$ cat src/fwpt_pkg.sv
package fwpt_pkg;
  localparam int ADDR_W = 18;
  localparam int CLK_MHZ = 10;
  localparam int REG_AW = 8;
  localparam int T_SUSP_LAT_US = 30;
  localparam int T_RES_SUSP_US = 20;
  localparam int T_VSL_US = 70;
  localparam int T_PROG_TYP_US = 2000;
  localparam int T_PROG_MAX_US = 3000;
  localparam int T_ERASE_TYP_US = 8000;
  localparam int T_ERASE_MAX_US = 20000;
  // Longest times round down, least times round up
  localparam int SUSP_LAT_CYC = (T_SUSP_LAT_US * CLK_MHZ);
  localparam int RES_SUSP_CYC = (T_RES_SUSP_US * CLK_MHZ);
  localparam int VSL_CYC = (T_VSL_US * CLK_MHZ);
  localparam int PROG_TYP_CYC = (T_PROG_TYP_US * CLK_MHZ);
  localparam int PROG_MAX_CYC = (T_PROG_MAX_US * CLK_MHZ);
  localparam int ERASE_TYP_CYC = (T_ERASE_TYP_US * CLK_MHZ);
  localparam int ERASE_MAX_CYC = (T_ERASE_MAX_US * CLK_MHZ);
  localparam logic [REG_AW-1:0] REG_STATUS_OFS = 8'h00;
  localparam logic [REG_AW-1:0] REG_EVENT_OFS = 8'h04;
  localparam int ST_BUSY_BIT = 0;
  localparam int ST_WEL_BIT = 1;
  localparam int ST_BP_LSB = 2;
  localparam int ST_LOCK_LSB = 7;
  localparam int ST_CMP_BIT = 9;
  localparam int ST_SUS_BIT = 10;
  localparam int EV_READY_BIT = 8;
  localparam int EV_STATE_LSB = 9;
  localparam logic [4:0] BP_RST = 5'h00;
  localparam logic [1:0] LOCK_RST = 2'h0;
  localparam logic [18:0] ARRAY_BYTES = 19'h40000;
  localparam logic [18:0] SZ_4K = 19'h01000;
  localparam logic [18:0] SZ_8K = 19'h02000;
  localparam logic [18:0] SZ_16K = 19'h04000;
  localparam logic [18:0] SZ_32K = 19'h08000;
  localparam logic [18:0] SZ_64K = 19'h10000;
  localparam logic [18:0] SZ_128K = 19'h20000;
  localparam logic [ADDR_W-1:0] SPAN_PAGE = 18'h000ff;
  localparam logic [ADDR_W-1:0] SPAN_SECT = 18'h00fff;
  localparam logic [ADDR_W-1:0] SPAN_32K = 18'h07fff;
  localparam logic [ADDR_W-1:0] SPAN_64K = 18'h0ffff;
  localparam logic [ADDR_W-1:0] SPAN_CHIP = 18'h3ffff;
  typedef enum logic [3:0] {
    CMD_WEN = 4'h0, CMD_WDIS = 4'h1, CMD_PROG = 4'h2, CMD_ER_PAGE = 4'h3,
    CMD_ER_SECT = 4'h4, CMD_ER_32K = 4'h5, CMD_ER_64K = 4'h6, CMD_ER_CHIP = 4'h7,
    CMD_SUSP = 4'h8, CMD_RESUME = 4'h9, CMD_DPD = 4'ha, CMD_WAKE = 4'hb
  } fwpt_cmd_e;
  typedef enum logic [2:0] {
    S_STANDBY = 3'h0, S_BUSY = 3'h1, S_SUSPENDING = 3'h2, S_SUSPENDED = 3'h3, S_POWERDOWN = 3'h4
  } fwpt_state_e;
  typedef struct packed {
    logic valid;
    fwpt_cmd_e op;
    logic [ADDR_W-1:0] addr;
    logic [11:0] nbits;
  } fwpt_cmd_s;
  typedef struct packed {
    logic go;
    logic run;
    logic erase;
    logic [ADDR_W-1:0] lo;
    logic [ADDR_W-1:0] hi;
  } fwpt_arr_s;
endpackage

$ cat src/fwpt_core.sv
// Overview of operation
// - Suspend completes within 30 us
// - Page program finishes within 3 ms
// - Every erase finishes within 20 ms
// - Power-up returns control to standby
// - Delivered status reads zero, array erased
// - Act only on whole-byte command lengths
// - Data changes need write enable latch set
// - Protect bits select read-only region
// - Guard pin low locks protect, lock bits
// - Deep power-down ignores all but wake
// - Plain large-region protect decode
// - Plain fine-grained protect decode
// - Invert bit complements protected region
`timescale 1ns/1ns
`default_nettype none
module fwpt_core
  import fwpt_pkg::*;
#(
  parameter int PROG_CYCLES = PROG_TYP_CYC,
  parameter int ERASE_CYCLES = ERASE_TYP_CYC
) (
  input wire logic clock,
  input wire logic rst_n,
  input wire fwpt_cmd_s cmd,
  input wire logic wr_guard_n,
  input wire logic [REG_AW-1:0] reg_addr,
  input wire logic [31:0] reg_wdata,
  input wire logic reg_wr,
  input wire logic reg_rd,
  output logic [31:0] reg_rdata,
  output fwpt_arr_s arr_req
);
  if (PROG_CYCLES < 1 || PROG_CYCLES > PROG_MAX_CYC) begin : g_prog_chk
    $error("PROG_CYCLES out of range");
  end
  if (ERASE_CYCLES < 1 || ERASE_CYCLES > ERASE_MAX_CYC) begin : g_erase_chk
    $error("ERASE_CYCLES out of range");
  end

  fwpt_state_e st_q, st_d;
  logic write_enable_latch_q, write_enable_latch_d;
  logic [4:0] protect_range_bits_q, protect_range_bits_d;
  logic [1:0] status_lock_bits_q, status_lock_bits_d;
  logic range_invert_bit_q, range_invert_bit_d;
  logic [17:0] op_cnt_q, op_cnt_d;
  logic [8:0] sus_cnt_q, sus_cnt_d;
  logic [8:0] space_cnt_q, space_cnt_d;
  logic [9:0] pwr_cnt_q, pwr_cnt_d;
  logic ready_q, ready_d;
  logic [4:0] ev_q, ev_d;
  fwpt_arr_s arr_q, arr_d;
  logic [31:0] rdata_q, rdata_d;

  logic [18:0] psz;
  logic ptop;
  logic [18:0] plo, phi;
  logic [ADDR_W-1:0] span;
  logic [18:0] op_lo, op_hi;
  logic hit;
  logic len_ok;
  logic is_write_op;
  logic [4:0] ev_set;
  logic [15:0] status_word;

  // Spacing counter runs down only in busy time after a resume
  // Power-up counter drops commands until it expires

  // Protected region as size plus side, so the invert is a plain subtraction
  always_comb begin
    psz = '0;
    if (!protect_range_bits_q[4]) begin
      unique case (protect_range_bits_q[1:0])
        2'h0: psz = '0;
        2'h1: psz = SZ_64K;
        2'h2: psz = SZ_128K;
        2'h3: psz = ARRAY_BYTES;
      endcase
    end else begin
      unique case (protect_range_bits_q[2:0])
        3'h0: psz = '0;
        3'h1: psz = SZ_4K;
        3'h2: psz = SZ_8K;
        3'h3: psz = SZ_16K;
        3'h7: psz = ARRAY_BYTES;
        default: psz = SZ_32K;
      endcase
    end
    ptop = !protect_range_bits_q[3];
    if (range_invert_bit_q) begin
      psz = ARRAY_BYTES - psz;
      ptop = !ptop;
    end
    if (ptop) begin
      plo = ARRAY_BYTES - psz;
      phi = ARRAY_BYTES - 19'h00001;
    end else begin
      plo = '0;
      phi = psz - 19'h00001;
    end
  end


  // Footprint is the aligned span around the address
  // A partial overlap refuses the whole operation
  always_comb begin
    unique case (cmd.op)
      CMD_ER_SECT: span = SPAN_SECT;
      CMD_ER_32K: span = SPAN_32K;
      CMD_ER_64K: span = SPAN_64K;
      CMD_ER_CHIP: span = SPAN_CHIP;
      default: span = SPAN_PAGE;
    endcase
    op_lo = {1'b0, cmd.addr & ~span};
    op_hi = {1'b0, cmd.addr | span};
    hit = (psz != '0) && (op_lo <= phi) && (op_hi >= plo);
    len_ok = (cmd.nbits[2:0] == 3'h0) && (cmd.nbits != '0);
    is_write_op = (cmd.op >= CMD_PROG) && (cmd.op <= CMD_ER_CHIP);
  end


  // One next-state process for control state and counters
  always_comb begin
    st_d = st_q;
    write_enable_latch_d = write_enable_latch_q;
    protect_range_bits_d = protect_range_bits_q;
    status_lock_bits_d = status_lock_bits_q;
    range_invert_bit_d = range_invert_bit_q;
    op_cnt_d = op_cnt_q;
    sus_cnt_d = sus_cnt_q;
    space_cnt_d = space_cnt_q;
    pwr_cnt_d = pwr_cnt_q;
    ready_d = ready_q;
    arr_d = arr_q;
    arr_d.go = 1'b0;
    ev_set = '0;
    // Select before the power settle time has passed is dropped
    if (!ready_q) begin
      pwr_cnt_d = pwr_cnt_q + 10'h001;
      ready_d = (pwr_cnt_q == 10'(VSL_CYC - 1));
      ev_set[4] = cmd.valid;
    end
    if (space_cnt_q != '0 && st_q == S_BUSY) begin
      space_cnt_d = space_cnt_q - 9'h001;
    end
    if (cmd.valid && ready_q && !len_ok) begin
      ev_set[0] = 1'b1;
    end
    unique case (st_q)
      S_STANDBY: begin
        if (cmd.valid && ready_q && len_ok) begin
          unique case (cmd.op)
            CMD_WEN: write_enable_latch_d = 1'b1;
            CMD_WDIS: write_enable_latch_d = 1'b0;
            CMD_DPD: st_d = S_POWERDOWN;
            default: begin
              if (is_write_op) begin
                if (!write_enable_latch_q) begin
                  ev_set[1] = 1'b1;
                end else if (hit) begin
                  ev_set[2] = 1'b1;
                  write_enable_latch_d = 1'b0;
                end else begin
                  st_d = S_BUSY;
                  arr_d.go = 1'b1;
                  arr_d.erase = (cmd.op != CMD_PROG);
                  arr_d.lo = op_lo[ADDR_W-1:0];
                  arr_d.hi = op_hi[ADDR_W-1:0];
                  // Page program any erase
                  op_cnt_d = (cmd.op == CMD_PROG) ? 18'(PROG_CYCLES) : 18'(ERASE_CYCLES);
                  space_cnt_d = '0;
                end
              end
            end
          endcase
        end else if (!cmd.valid && reg_wr && reg_addr == REG_STATUS_OFS && ready_q) begin
          if (!write_enable_latch_q) begin
            ev_set[1] = 1'b1;
          end else begin
            if (wr_guard_n) begin
              protect_range_bits_d = reg_wdata[ST_BP_LSB +: 5];
              status_lock_bits_d = reg_wdata[ST_LOCK_LSB +: 2];
            end
            // Invert bit is not pin-locked
            range_invert_bit_d = reg_wdata[ST_CMP_BIT];
            write_enable_latch_d = 1'b0;
          end
        end
      end
      S_BUSY: begin
        op_cnt_d = op_cnt_q - 18'h00001;
        if (op_cnt_q == 18'h00001) begin
          st_d = S_STANDBY;
          write_enable_latch_d = 1'b0;
        end else if (cmd.valid && ready_q && len_ok && cmd.op == CMD_SUSP) begin
          // Early suspend is refused so the operation still progresses
          if (space_cnt_q != '0) begin
            ev_set[3] = 1'b1;
          end else begin
            st_d = S_SUSPENDING;
            sus_cnt_d = 9'(SUSP_LAT_CYC - 1);
          end
        end
      end
      S_SUSPENDING: begin
        // Operation counter frozen while suspend settles
        sus_cnt_d = sus_cnt_q - 9'h001;
        if (sus_cnt_q == '0) begin
          st_d = S_SUSPENDED;
        end
      end
      S_SUSPENDED: begin
        // Latch may still be toggled while suspended
        if (cmd.valid && ready_q && len_ok) begin
          if (cmd.op == CMD_RESUME) begin
            st_d = S_BUSY;
            space_cnt_d = 9'(RES_SUSP_CYC);
          end else if (cmd.op == CMD_WEN) begin
            write_enable_latch_d = 1'b1;
          end else if (cmd.op == CMD_WDIS) begin
            write_enable_latch_d = 1'b0;
          end
        end
      end
      S_POWERDOWN: begin
        // Only wake is decoded, the rest fall away
        if (cmd.valid && ready_q && len_ok && cmd.op == CMD_WAKE) begin
          st_d = S_STANDBY;
        end
      end
      default: st_d = S_STANDBY;
    endcase
    arr_d.run = (st_d == S_BUSY);
    // New events win over a clear in the same cycle
    ev_d = ev_q | ev_set;
    if (reg_wr && reg_addr == REG_EVENT_OFS) begin
      ev_d = (ev_q & ~reg_wdata[4:0]) | ev_set;
    end
  end


  // Suspend latency still reads busy so the host keeps polling
  always_comb begin
    status_word = '0;
    status_word[ST_BUSY_BIT] = (st_q == S_BUSY) || (st_q == S_SUSPENDING);
    status_word[ST_WEL_BIT] = write_enable_latch_q;
    status_word[ST_BP_LSB +: 5] = protect_range_bits_q;
    status_word[ST_LOCK_LSB +: 2] = status_lock_bits_q;
    status_word[ST_CMP_BIT] = range_invert_bit_q;
    status_word[ST_SUS_BIT] = (st_q == S_SUSPENDED);
    rdata_d = '0;
    if (reg_rd) begin
      if (reg_addr == REG_STATUS_OFS) begin
        rdata_d = {16'h0000, status_word};
      end else if (reg_addr == REG_EVENT_OFS) begin
        rdata_d = {20'h00000, st_q, ready_q, 3'h0, ev_q};
      end
    end
  end


  // Power-up reset puts the controller back in standby
  always_ff @(posedge clock or negedge rst_n) begin
    if (!rst_n) begin
      st_q <= S_STANDBY;
      write_enable_latch_q <= 1'b0;
      protect_range_bits_q <= BP_RST;
      status_lock_bits_q <= LOCK_RST;
      range_invert_bit_q <= 1'b0;
      op_cnt_q <= '0;
      sus_cnt_q <= '0;
      space_cnt_q <= '0;
      pwr_cnt_q <= '0;
      ready_q <= 1'b0;
      ev_q <= '0;
      arr_q <= '0;
      rdata_q <= '0;
    end else begin
      st_q <= st_d;
      write_enable_latch_q <= write_enable_latch_d;
      protect_range_bits_q <= protect_range_bits_d;
      status_lock_bits_q <= status_lock_bits_d;
      range_invert_bit_q <= range_invert_bit_d;
      op_cnt_q <= op_cnt_d;
      sus_cnt_q <= sus_cnt_d;
      space_cnt_q <= space_cnt_d;
      pwr_cnt_q <= pwr_cnt_d;
      ready_q <= ready_d;
      ev_q <= ev_d;
      arr_q <= arr_d;
      rdata_q <= rdata_d;
    end
  end

  assign reg_rdata = rdata_q;
  assign arr_req = arr_q;
endmodule // fwpt_core
`default_nettype wire

$ cat config.mk
export PLATFORM = sky130hd
export DESIGN_NAME = fwpt_core
export DESIGN_NICKNAME = d
export VERILOG_FILES = /design/src/fwpt_pkg.sv /design/src/fwpt_core.sv
export SDC_FILE = /design/constraint.sdc
export NUM_CORES = 1
export LEC_CHECK = 0
export BUFFER_PORTS_ARGS = -buffer_cell sky130_fd_sc_hd__buf_2
export CORE_MARGIN = 8
export CORE_UTILIZATION = 48
export CTS_BUF_LIST = sky130_fd_sc_hd__clkbuf_16
export DETAILED_ROUTE_END_ITERATION = 10
export GPL_ROUTABILITY_DRIVEN = 0
export PLACE_DENSITY = 0.76
export SLEW_MARGIN = 30
export SYNTH_ARGS = -nofsm -noshare
export SYNTH_HDL_FRONTEND = slang
export SYNTH_SLANG_ARGS = --single-unit
$ cat constraint.sdc
create_clock -name clock -period 4.1 [get_ports clock]
set_input_delay 0.41 -clock clock [delete_from_list [all_inputs] [get_ports clock]]
set_output_delay 0.41 -clock clock [all_outputs]
set_load 0.02 [all_outputs]
* After elaboration in Yosys (flattened, before gate mapping)
Cells that the tools add are included.
Storage, ports and cells: bits of input ports 80, word-level logic and storage cells 195, register bits after elaboration 135
Operators by class: mux-type cells 77, reduce and logical (&&, ||, !) cells 39, eq/ne operators 41, magnitude comparators 4, bitwise logic cells 10, add/sub/neg operators 7
Operator list (count):
- 9-bit two-way mux | 11
- 19-bit case mux with 5 select lines | 1
- 18-bit two-way mux | 5
- 19-bit two-way mux | 4
- 19-bit case mux with 4 select lines | 1
- 18-bit case mux with 4 select lines | 1
- 19-bit subtractor (first input constant) | 2
- 12-bit two-way mux | 3
- 18-bit case mux with 2 select lines | 1
- 9-bit case mux with 2 select lines | 2
- 3-bit two-way mux | 11
- 1-bit two-way mux | 28
- 2-bit inequality test (second input constant) | 10
- 18-bit by 19-bit greater-or-equal comparator with 1-bit output | 1
- 18-bit by 19-bit less-or-equal comparator with 1-bit output | 1
- 19-bit nonzero test | 1
- 19-bit by 1-bit subtractor with 19-bit output (second input constant) | 1
- 18-bit bitwise AND | 1
- 18-bit by 1-bit equality test with 1-bit output (second input constant) | 1
- 18-bit NOT | 1
- 18-bit OR | 1
- 18-bit by 1-bit subtractor with 18-bit output (second input constant) | 1
- 9-bit by 1-bit subtractor with 9-bit output (second input constant) | 2
- 17-bit two-way mux | 1
- 46 further kinds | 86

* Depth between registers and ports, before layout
Gate-level depths: netlist (run 1).
word-level depth 18, gate-level depth with buffers 22, mapped depth without buffers 18

* Worst setup path before layout (run 1)
OpenSTA, ideal clock, no wires.
kind reg-to-reg, from register protect_range_bits_q[0], to register arr_q, in the netlist arr_req[13], stages on the path, launching flop included 23, arrival time 4165 ps, setup slack -190 ps, path buffers 4, required time 3975 ps, setup time 125 ps, clock period less this slack 4290 ps, cells stage by stage dfrtp_1 buf_2 buf_2 nand2b_1 nand2b_1 ha_1 nand2b_1 xor2_1 nand3_1 nor3b_1 xnor2_1 nor2_1 ha_1 and3_1 nand3_1 o41ai_1 o31ai_1 o211a_1 or2_1 buf_6 clkinv_4 buf_12 mux2_4
On the way: longest elaborated chain between the ends 12, elaborated cells on any way between the ends 25, those cells by class add/sub: 3; order compare: 2; eq/ne: 7; mux: 6; bitwise: 1; reduce/logical: 6
Ends and longest elaborated chain:
- from (decl) | RTL line fwpt_core.sv:43 | logic [4:0] protect_range_bits_q, protect_range_bits_d;
- from (signal assigned) | RTL line fwpt_core.sv:281 | protect_range_bits_q <= protect_range_bits_d;
- 3-bit equality test (tied with other cells) | RTL line fwpt_core.sv:80 | unique case (protect_range_bits_q[2:0])
- 19-bit case mux with 5 select lines or 19-bit case mux with 4 select lines (tied branches) | RTL line fwpt_core.sv:80, fwpt_core.sv:73
- 19-bit two-way mux * | RTL line fwpt_core.sv:72 | if (!protect_range_bits_q[4]) begin
- 19-bit subtractor | RTL line fwpt_core.sv:91 | psz = ARRAY_BYTES - psz;
- 19-bit two-way mux * | RTL line fwpt_core.sv:90 | if (range_invert_bit_q) begin
- 19-bit by 1-bit subtractor with 19-bit output | RTL line fwpt_core.sv:99 | phi = psz - 19'h00001;
- 19-bit two-way mux | RTL line fwpt_core.sv:94 | if (ptop) begin
- 18-bit by 19-bit less-or-equal comparator with 1-bit output | RTL line fwpt_core.sv:116 | hit = (psz != '0) && (op_lo <= phi) && (op_hi >= plo);
- 1-bit logical AND | RTL line fwpt_core.sv:116
- 1-bit logical AND * | RTL line fwpt_core.sv:116
- 1-bit NOT (no source line) *
- 6-bit AND reduction (no source line) *
- to (signal assigned) | RTL line fwpt_core.sv:290 | arr_q <= arr_d;
- to (decl) | RTL line fwpt_core.sv:52 | fwpt_arr_s arr_q, arr_d;
Every way passes the cells marked *; elsewhere a longest branch is shown, timed or not. The select of a mux whose other input is x is not followed. A chain may end at the register's enable or synchronous reset.

* Worst setup path after layout (run 1)
from register protect_range_bits_q[4], to register arr_q, in the netlist arr_req[13]
On the way: longest elaborated chain between the ends 10, elaborated cells on any way between the ends 14, those cells by class add/sub: 3; order compare: 2; mux: 4; bitwise: 1; reduce/logical: 4
Ends and longest elaborated chain (RTL line):
- 19-bit two-way mux * | fwpt_core.sv:72
- 19-bit subtractor | fwpt_core.sv:91
- 19-bit two-way mux * | fwpt_core.sv:90
- 19-bit by 1-bit subtractor with 19-bit output | fwpt_core.sv:99
- 19-bit two-way mux | fwpt_core.sv:94
- 18-bit by 19-bit less-or-equal comparator with 1-bit output | fwpt_core.sv:116
- 1-bit logical AND | fwpt_core.sv:116
- 1-bit logical AND * | fwpt_core.sv:116
- 1-bit NOT (no source line) *
- 6-bit AND reduction (no source line) *
Every way passes the cells marked *; elsewhere a longest branch is shown, timed or not.

==> results.py, run 1 <==
metrics = {
    "timing": {
        "maxSlewViolCount": 0,
        "hold_viol": 0,
        "min_period_over_period_pct": 102,
        "slew_headroom_pct": 35.6,
        "worst_pin_slew_ns": 0.959,
        "finalSetupViolCount": 13,
        "fin_hold_ws_ns": 0.0625,
        "rsz0062_at_grt": "true",
        "fmax_ghz": 0.240,
        "min_period_ns": 4.16,
        "worst_clock_skew_ns": 0.00622,
        "layout_setup_ws_ns": -0.0628,
    },
    "clock_tree": {
        "htreeDepth": 3,
        "clk_latency_ns": 0.34,
        "clk_path_buf_depth": 2,
        "cts_tree": "done",
        "clock_sinks": 100,
        "clkSlewWorstSetupHoldPaths_ns": 0.07,
        "cts_inserted_buffers": 9,
        "cts_root_buf": "clkbuf_16",
        "cts-hold-fix-buffers": 0,
    },
    "pwr": {
        "leakage_uw": 0.00329,
        "p_clk_share_pct": 41.2,
        "combPwrFrac_pct": 6.9,
        "seqPwrFrac_pct": 51.9,
        "p_total_uw": 1900,
        "intPower_uw": 1440,
        "netSwitchingFraction_pct": 24.3,
        "p_sw_uw": 461,
        "power_density_mw_per_mm2": 273,
        "peakVddDrop_uv": 181,
    },
    "setup_path": {
        "critPathMaxStageDelay_ns": 0.42,
        "critPathMaxFanout": 6,
        "slowest_stage": "dfrtp_1",
        "reg2reg_to": "arr_req[13]",
        "crit_path_cell_trace": "buf_6 > nand4bb_4 > ha_4 > a21bo_4 > a221oi_4 > o22ai_2 > nor3b_2 > xnor2_1 > nor2_1 > ha_1 > and3_4 > nand3_4 > o41ai_4 > o31ai_1 > o211a_1 > or2_4 > clkinv_4 > mux2_4",
        "crit_type": "reg -> reg",
        "cp-start-kind": "flip-flop",
        "r2r_slack_ns": -0.06,
        "crit_path_end_kind": "flip-flop",
        "crit_arrival_ns": 4.39,
        "reg2regPathDepth": 18,
        "r2r_start": "protect_range_bits_q[4]",
        "required_ns": 4.33,
    },
    "synth": {
        "synth_cells": 616,
        "syn_area_mm2": 0.00579,
        "synth_area_per_cell_um2": 9.40,
        "ys_seq_area_share_pct": 43.2,
        "synth-async-reset-ratio_pct": 100,
        "yosysWarnings": 0,
        "synth-edff-count": 0,
        "synth-seq-cells": 100,
        "ys_dominant_reg_cell": "dfrtp_1",
        "ys_types": 71,
    },
    "detailed_routing": {
        "wirelength_um": 14700,
        "met2_length_um": 7140,
        "dr.pass1.iters": 5,
        "vias_per_cell": 5.67,
        "highest_layer": "met4",
        "post_drt_wl_per_cell_um": 16.9,
        "drcViolationCount": 0,
        "met1Wirelength_um": 6110,
        "ant_nets": 0,
        "drt-initial-drc-count": 366,
        "wl_met3_um": 1040,
        "num_vias": 4931,
    },
    "global_routing": {
        "antenna_found_initial": 0,
        "grt_max_degree": 73,
        "overflow": 0,
        "grt_pass1_wl_um": 23500,
        "grt_pass1_vias": 4901,
        "grtUsageTotal_pct": 17.9,
    },
    "die": {
        "core_mm2": 0.0119,
        "rows": 40,
        "die_w_um": 126,
        "start_util_pct": 48.6,
        "dieArea_mm2": 0.0158,
        "ios": 151,
        "die_h_um": 126,
    },
    "layout": {
        "n_fill_cell": 1006,
        "drive_gt1_share_pct": 27.3,
        "n_antenna_cell": 0,
        "final_common_cell": "dfrtp_1",
        "layout_common_cells": "dfrtp_1, buf_2, nor2_1",
        "nets": 815,
        "syn2layout_area_growth_pct": 20.1,
    },
    "place": {
        "hpwl_um": 10500,
        "io_buffers": 92,
    },
    "run_status": {
        "status": "finished, violations left",
        "violations": "setup timing",
    },
    "min_path": {
        "hp-class": "in -> async",
    },
    "flow_run": {
        "maxCapViolCount": 0,
    },
}
logic make-up after synthesis:
family          after synthesis  share of synthesized area, %
other cells                   1                        0.0648
buf+inv                      79                          8.21
fa+ha+maj                    18                          3.89
simple gates                230                          20.0
flops                       100                          43.2
compound gates              133                          14.9
xor+xnor                     31                          4.69
mux                          24                          5.10
worst max-delay path: cells and delay by family (launching register included):
family	cells	cell delay, ns
mux	1	0.30
fa+ha+maj	2	0.51
flops	1	0.42
xor+xnor	1	0.17
simple gates	6	1.03
compound gates	6	1.35
buf+inv	2	0.25
timing repair:
| action | 4_1_cts | 5_1_grt |
|---|---|---|
| cloned | 1 | 2 |
| setup endpoints to repair | 41 | 52 |
| pin swaps | 3 | 18 |
| resized for setup | 9 | 47 |
| setup buffers | 3 | 8 |
routing by layer:
metal	GRT usage [%]	up-vias
met2	29.0	200
met1	21.9	2379
met4	8.92	0
met5	0	-
met3	4.30	36
li1	-	2316
Yosys cell counts, types with 6 or more instances:
master    count  share of area, %
nand2b_1     17               1.8
buf_2         8              0.69
nand4_1       7              0.76
nor4_1        9              0.97
nand2_1      54               3.5
nand3_1      17               1.5
xnor2_1      23               3.5
buf_4        37               4.8
dfrtp_1     100                43
nor2b_1      10               1.1
nor2_1       62               4.0
or3_1         6              0.65
inv_1        19               1.2
and3_1        6              0.65
nor3_1       16               1.4
o22ai_1       6              0.65
ha_1         18               3.9
mux2_2        8               1.6
xor2_1        8               1.2
o21ai_0      52               4.5
a31oi_1       6              0.65
clkbuf_1     10              0.65
a21o_1        7              0.91
mux2_4        9               2.3
mux2i_1       7               1.2
a21oi_1      17               1.5
sequential cells by signal, summed over array words and instances, names as in the netlist, 3 cells and up:
register,flops
st_q,3
pwr_cnt_q,10
sus_cnt_q,9
reg_rdata,12
space_cnt_q,9
op_cnt_q,18
arr_req,24
ev_q,5
protect_range_bits_q,5
through the flow:
step	instance area, um2	setup slack [ns]	utilization (%)	instances	TNS (ns)
3_3_place_gp	6290	0.0738	52.8	839	0
2_1_floorplan	5920	0.00199	-	643	0
3_5_place_dp	6290	-0.139	52.8	839	-2.59
5_1_grt	6950	-0.215	58.4	869	-5.91
4_1_cts	6630	0.00647	55.7	859	0
6_report	6950	-0.0628	58.4	869	-0.711
power groups by stage:
stage | registers, uW | clock network (uW) | logic, uW
6_report | 986 | 782 | 131
5_1_grt | 985 | 841 | 144
4_1_cts | 986 | 797 | 122
3_5_place_dp | 1010 | 0 | 119
3_3_place_gp | 1010 | 0 | 115
2_1_floorplan | 1010 | 0 | 80.4
cell type report:
cell class                      instances  area [um2]  share of cell area [%]
Clock buffer                            9         225                    3.24
Tap cell                              147         184                    2.65
Multi-Input combinational cell        464        3160                    45.5
Timing Repair inverter                  1        8.76                   0.126
Sequential cell                       100        2500                    36.0
Inverter                               20        87.6                    1.26
Clock inverter                          7        43.8                   0.630
Timing Repair Buffer                  121         739                    10.6
worst max path at each step:
stage / startpoint / end / slack (ns) / cells after the start
final: protect_range_bits_q[4] / arr_req[13] / -0.06 / 18
after global routing: protect_range_bits_q[4] / op_cnt_q[16] / -0.22 / 18
after CTS: protect_range_bits_q[4] / op_cnt_q[16] / 0.006 / 18
after detailed placement: protect_range_bits_q[4] / arr_req[33] / -0.14 / 18
after global placement: protect_range_bits_q[4] / arr_req[34] / 0.07 / 18
after floorplan: protect_range_bits_q[0] / arr_req[13] / 0.002 / 22
(Power assumes the default switching activity.)
==> run 2: changes to the inputs <==
--- a/config.mk
+++ b/config.mk
@@ -5,13 +5,14 @@
 export SDC_FILE = /design/constraint.sdc
 export NUM_CORES = 1
 export LEC_CHECK = 0
+export ABC_AREA = 1
 export BUFFER_PORTS_ARGS = -buffer_cell sky130_fd_sc_hd__buf_2
 export CORE_MARGIN = 8
-export CORE_UTILIZATION = 48
+export CORE_UTILIZATION = 49
 export CTS_BUF_LIST = sky130_fd_sc_hd__clkbuf_16
 export DETAILED_ROUTE_END_ITERATION = 10
 export GPL_ROUTABILITY_DRIVEN = 0
-export PLACE_DENSITY = 0.76
+export PLACE_DENSITY = 0.77
 export SLEW_MARGIN = 30
 export SYNTH_ARGS = -nofsm -noshare
 export SYNTH_HDL_FRONTEND = slang
==> run 2 against run 1 <==
- the run now ends clean
- global-route usage down 0.60 points
- flip-flop and latch count unchanged
- hold slack better by 0.099 ns
- largest cell class unchanged
- largest power group unchanged
- highest routed layer is now met5
==> results.py, run 2 <==
metrics = {
    "setup_path": {
        "required_ns": 4.33,
        "crit_path_end_kind": "flip-flop",
        "crit_type": "reg -> reg",
        "critPathBufInv": 4,
        "cp-start-kind": "flip-flop",
        "critPathMaxStageDelay_ns": 0.43,
        "crit_arrival_ns": 3.94,
        "slowest_stage": "dfrtp_1",
        "path_depth": 20,
        "reg2regPathDepth": 20,
        "critPathMaxFanout": 10,
        "crit_path_cell_trace": "nor2_4 > nand2_1 > ha_1 > inv_1 > nand2_1 > nand3_1 > nand2_1 > inv_1 > nand3_1 > nor3_1 > xnor2_1 > or2_2 > ha_1 > a21oi_2 > nor2_4 > a21oi_4 > buf_4 > o21ai_0 > o21ai_0 > inv_1",
        "cp_top_family": "simple AND/OR/NAND/NOR gates",
    },
    "timing": {
        "finalSetupViolCount": 0,
        "maxSlewViolCount": 0,
        "hold_viol": 0,
        "fmax_ghz": 0.269,
        "fin_hold_ws_ns": 0.161,
        "fin_tns_setup_ns": 0,
        "rsz0062_at_grt": "false",
        "min_period_ns": 3.71,
        "min_period_over_period_pct": 90.5,
        "worst_pin_slew_ns": 0.846,
        "worst_clock_skew_ns": 0.00887,
        "slew_headroom_pct": 43.6,
    },
    "pwr": {
        "power_density_mw_per_mm2": 302,
        "peakVddDrop_uv": 215,
        "p_clk_share_pct": 46.7,
        "combPwrFrac_pct": 6.1,
        "p_sw_uw": 478,
        "seqPwrFrac_pct": 47.2,
        "netSwitchingFraction_pct": 22.7,
        "intPower_uw": 1630,
        "leakage_uw": 0.00378,
    },
    "detailed_routing": {
        "dr.pass1.iters": 5,
        "num_vias": 5193,
        "drcViolationCount": 0,
        "post_drt_wl_per_cell_um": 12.9,
        "ant_nets": 0,
        "wirelength_um": 13700,
        "drt-initial-drc-count": 370,
        "vias_per_cell": 4.90,
    },
    "global_routing": {
        "grt_max_degree": 69,
        "grt_pass1_vias": 4971,
        "grt_pass1_wl_um": 23100,
        "grtUsageTotal_pct": 17.3,
        "overflow": 0,
        "antenna_found_initial": 3,
    },
    "layout": {
        "largest_reg_flops": 24,
        "drive_gt1_share_pct": 19.3,
        "layout_common_cells": "nand2_1, inv_1, dfrtp_1",
        "syn2layout_area_growth_pct": 13.8,
        "final_cells": 1060,
        "nets": 980,
        "stdcell_area_mm2": 0.00698,
        "final_common_cell": "nand2_1",
    },
    "synth": {
        "yosys.area.top_type_share_pct": 40.8,
        "synth.largest_area_cell": "dfrtp_1",
        "synth-async-reset-ratio_pct": 100,
        "syn_area_mm2": 0.00613,
        "synth_cells": 793,
        "ys_top_cells_by_count": "nand2_1, inv_1, dfrtp_1",
        "synth-edff-count": 0,
        "yosysWarnings": 0,
        "yosysMostFrequentCell": "nand2_1",
        "ys_types": 46,
        "ys_dominant_reg_cell": "dfrtp_1",
        "synth.area.top_cells": "dfrtp_1, nand2_1, inv_1",
        "ys_seq_area_share_pct": 40.8,
        "synth-seq-cells": 100,
        "synth_area_per_cell_um2": 7.73,
    },
    "die": {
        "die_h_um": 128,
        "ios": 151,
        "dieArea_mm2": 0.0163,
        "start_util_pct": 49.4,
        "die_w_um": 128,
        "rows": 41,
        "core_mm2": 0.0124,
    },
    "clock_tree": {
        "clock_sinks": 100,
        "clk_latency_ns": 0.34,
        "cts_tree": "done",
        "clkSlewWorstSetupHoldPaths_ns": 0.07,
        "cts-hold-fix-buffers": 0,
        "cts_inserted_buffers": 9,
        "clk_path_buf_depth": 2,
        "htreeDepth": 3,
        "cts_root_buf": "clkbuf_16",
    },
    "run_status": {
        "status": "finished clean",
    },
    "place": {
        "hpwl_um": 10300,
        "dp.cells": 1042,
        "postPlaceCellArea_mm2": 0.00662,
        "io_buffers": 92,
    },
    "flow_run": {
        "maxCapViolCount": 0,
    },
    "min_path": {
        "hp-class": "in -> async",
    },
}
==> run 2: changes by cell type after synthesis, moves of 14 or more <==
cell      delta
nand2_1    +101
inv_1       +82
nand3_1     +36
xor2_1      +14
nor2_1      +28
nand2_2     +19
xnor2_1     -17
nand2b_1    -17
==> run 2: layout make-up <==
class / instances / area, um2
antenna: 1 / 2.50
sequential: 100 / 2500
multi-input combinational: 566 / 2990
inverter: 108 / 407
clock buffer: 9 / 225
tap: 172 / 215
fill: 1169 / 5440
clock inverter: 7 / 123
timing repair buffer: 97 / 513
==> run 2: power by group through the flow <==
stage                     Sequential (uW)  Clock, uW  Combinational (uW)
after floorplan                      1010          0                89.8
after global placement               1010          0                 125
after detailed placement             1010          0                 127
after CTS                             994        999                 128
after global routing                  994       1040                 144
final                                 994        984                 127
==> run 2: worst paths after layout <==
kind,startpoint,to,slack [ns]
max in group asynchronous,rst_n,arr_req[8],2.96
worst min-delay path,rst_n,pwr_cnt_q[5],0.16
worst max-delay path,protect_range_bits_q[2],arr_req[35],0.39
min in group clock,reg_wdata[9],range_invert_bit_q,0.29
worst max register to register,protect_range_bits_q[2],arr_req[35],0.39
worst min register to register,op_cnt_q[17],op_cnt_q[17],0.47
==> run 2: cell families (layout without fill, tap and decap cells) <==
kind of cell | after synthesis | in the layout | share of synthesized area [%]
muxes | 4 | 4 | 0.735
AOI/OAI and AO/OA | 111 | 111 | 10.3
xor gates and xnor gates | 28 | 28 | 4.00
other | 1 | 29 | 0.0612
adders and majority gates | 18 | 18 | 3.68
and+or+nand+nor | 377 | 377 | 28.3
buffers and inverters | 154 | 221 | 12.0
DFF | 100 | 100 | 40.8
==> run 2: repair_timing <==
item                                   4_1_cts  5_1_grt
setup buffers                                0        1
endpoints found under the hold margin        0        0
setup endpoints to repair                    0       15
resized for setup                            0        1
==> run 2: layer usage <==
metal | track usage, % | part of all wire [%]
met1 | 20.4 | 43
met2 | 30.1 | 50
met3 | 3.91 | 5.4
met4 | 6.50 | 1.6
met5 | 0 | 0.18
==> run 2: metrics by stage <==
step                      worst slack (ns)  total power (uW)  util, %
final                                0.389              2110     56.2
after global routing               0.00566              2170     56.2
after detailed placement             0.215              1140     53.3
after floorplan                      0.767              1100        -
after CTS                            0.179              2120     56.1
after global placement               0.316              1140     53.3
==> run 3: changes to the inputs <==
--- a/config.mk
+++ b/config.mk
@@ -12,6 +12,7 @@
 export CTS_BUF_LIST = sky130_fd_sc_hd__clkbuf_16
 export DETAILED_ROUTE_END_ITERATION = 10
 export GPL_ROUTABILITY_DRIVEN = 0
+export MAX_ROUTING_LAYER = met4
 export PLACE_DENSITY = 0.77
 export SLEW_MARGIN = 30
 export SYNTH_ARGS = -nofsm -noshare
==> run 3 against run 2 <==
- die area is the same
- via count grew 0.37%
- clock-buffer cell count is the same
- hold slack gained 0.0042 ns
- largest cell class unchanged
- sequential power is essentially flat
- final cell count grew 0.19%
- first-iteration DRC count shrank 7.6%
==> results.py, run 3 (synthesis results as in run 2) <==
metrics = {
    "clock_tree": {
        "cts_tree": "done",
        "cts_root_buf": "clkbuf_16",
        "cts_inserted_buffers": 9,
        "clock_sinks": 100,
        "clkSlewWorstSetupHoldPaths_ns": 0.07,
        "htreeDepth": 3,
        "cts-hold-fix-buffers": 0,
        "clk_latency_ns": 0.34,
        "clk_path_buf_depth": 2,
    },
    "setup_path": {
        "critPathMaxStageDelay_ns": 0.43,
        "crit_path_cell_trace": "nor2_4 > nand2_1 > ha_1 > inv_1 > nand2_1 > nand3_1 > nand2_1 > inv_1 > nand3_1 > nor3_1 > xnor2_1 > or2_2 > ha_1 > a21oi_2 > nor2_4 > a21oi_4 > buf_4 > o21ai_0 > o21ai_0 > inv_1",
        "critPathMaxFanout": 10,
        "r2r_slack_ns": 0.37,
        "crit_type": "reg -> reg",
        "cp-start-kind": "flip-flop",
        "reg2regPathDepth": 20,
        "crit_arrival_ns": 3.96,
        "slowest_stage": "dfrtp_1",
        "crit_path_end_kind": "flip-flop",
        "critPathLaunch": "protect_range_bits_q[2]",
        "reg2reg_to": "arr_req[35]",
        "required_ns": 4.33,
        "cp-endpoint": "arr_req[35]",
        "r2r_start": "protect_range_bits_q[2]",
    },
    "die": {
        "ios": 151,
        "core_mm2": 0.0124,
        "die_w_um": 128,
        "rows": 41,
        "die_h_um": 128,
        "dieArea_mm2": 0.0163,
        "start_util_pct": 49.4,
    },
    "global_routing": {
        "grt_pass1_vias": 4970,
        "grt_pass1_wl_um": 23100,
        "overflow": 0,
        "grtUsageTotal_pct": 17.7,
        "antenna_found_initial": 3,
        "grt_max_degree": 69,
    },
    "timing": {
        "worst_pin_slew_ns": 0.843,
        "fin_tns_setup_ns": 0,
        "fmax_ghz": 0.268,
        "min_period_ns": 3.73,
        "hold_viol": 0,
        "slew_headroom_pct": 43.8,
        "min_period_over_period_pct": 91.0,
        "rsz0062_at_grt": "false",
        "maxSlewViolCount": 0,
        "worst_clock_skew_ns": 0.00843,
        "finalSetupViolCount": 0,
    },
    "detailed_routing": {
        "drt-initial-drc-count": 342,
        "dr.pass1.iters": 5,
        "wirelength_um": 13700,
        "post_drt_wl_per_cell_um": 12.9,
        "ant_nets": 0,
        "vias_per_cell": 4.91,
        "num_vias": 5212,
        "drcViolationCount": 0,
    },
    "pwr": {
        "power_density_mw_per_mm2": 302,
        "leakage_uw": 0.00378,
        "peakVddDrop_uv": 214,
    },
    "layout": {
        "layout_common_cells": "nand2_1, inv_1, dfrtp_1",
        "largest_reg_flops": 24,
        "syn2layout_area_growth_pct": 13.9,
        "stdcell_area_mm2": 0.00698,
        "final_common_cell": "nand2_1",
        "final_util_pct": 56.2,
        "drive_gt1_share_pct": 19.3,
        "nets": 980,
    },
    "run_status": {
        "status": "finished clean",
    },
    "min_path": {
        "hp-class": "in -> async",
    },
    "place": {
        "hpwl_um": 10300,
        "postPlaceCellArea_mm2": 0.00662,
        "io_buffers": 92,
    },
    "flow_run": {
        "maxCapViolCount": 0,
    },
}
==> run 3: worst max-delay path, delay by kind of cell, from the launching register on <==
family,cells,cell delay (ns)
AOI/OAI and AO/OA,4,0.61
adders and majority gates,2,0.57
DFF,1,0.43
and+or+nand+nor,9,1.44
xor gates and xnor gates,1,0.12
buffers and inverters,4,0.44
==> run 3: worst min-delay path by stage <==
stage / end / slack (ns) / cells past startpoint
4_1_cts: pwr_cnt_q[6] / 0.20 / 1
2_1_floorplan: arr_req[10] / 0.11 / 0
3_5_place_dp: op_cnt_q[17] / 0.46 / 2
3_3_place_gp: op_cnt_q[17] / 0.45 / 2
6_report: pwr_cnt_q[5] / 0.17 / 1
5_1_grt: pwr_cnt_q[5] / 0.24 / 1
==> run 3: metal layers <==
layer	wire length (um)	up-vias	part of all wire [%]	track usage [%]
li1	-	2669	-	-
met1	5880	2428	43	20.4
met5	0	-	0	-
met2	6890	94	50	30.1
met4	216	0	1.6	5.45
met3	718	21	5.2	4.24
==> run 3: per-stage QoR <==
step	power (uW)	hold slack, ns	std cells	worst slack [ns]
CTS	2120	0.201	1058	0.179
floorplan	1100	0.114	820	0.767
finish	2110	0.166	1062	0.369
detailed placement	1140	0.463	1042	0.215
global placement	1140	0.454	1042	0.316
global route	2180	0.243	1062	0.00580
==> run 3: layout make-up <==
type,instances,area (um2)
diodes,3,7.51
clock buffers,9,225
clock inverters,7,123
fillers,1166,5430
inverters,108,407
multi-input cells,566,2990
flip-flops and latches,100,2500
well taps,172,215
repair buffers,97,513
==> run 3: timing repair <==
action,in CTS,in global routing
setup endpoints to repair,0,15
buffers inserted,0,1
hold endpoints to repair,0,0
gates resized for setup,0,1
==> run 3: report_power, final <==
| group | total [uW] | internal (uW) | switching, uW | leakage [uW] |
|---|---|---|---|---|
| clock | 986 | 601 | 385 | 0.000163 |
| sequential | 994 | 989 | 4.37 | 0.00124 |
| combinational | 127 | 36.6 | 90.5 | 0.00238 |
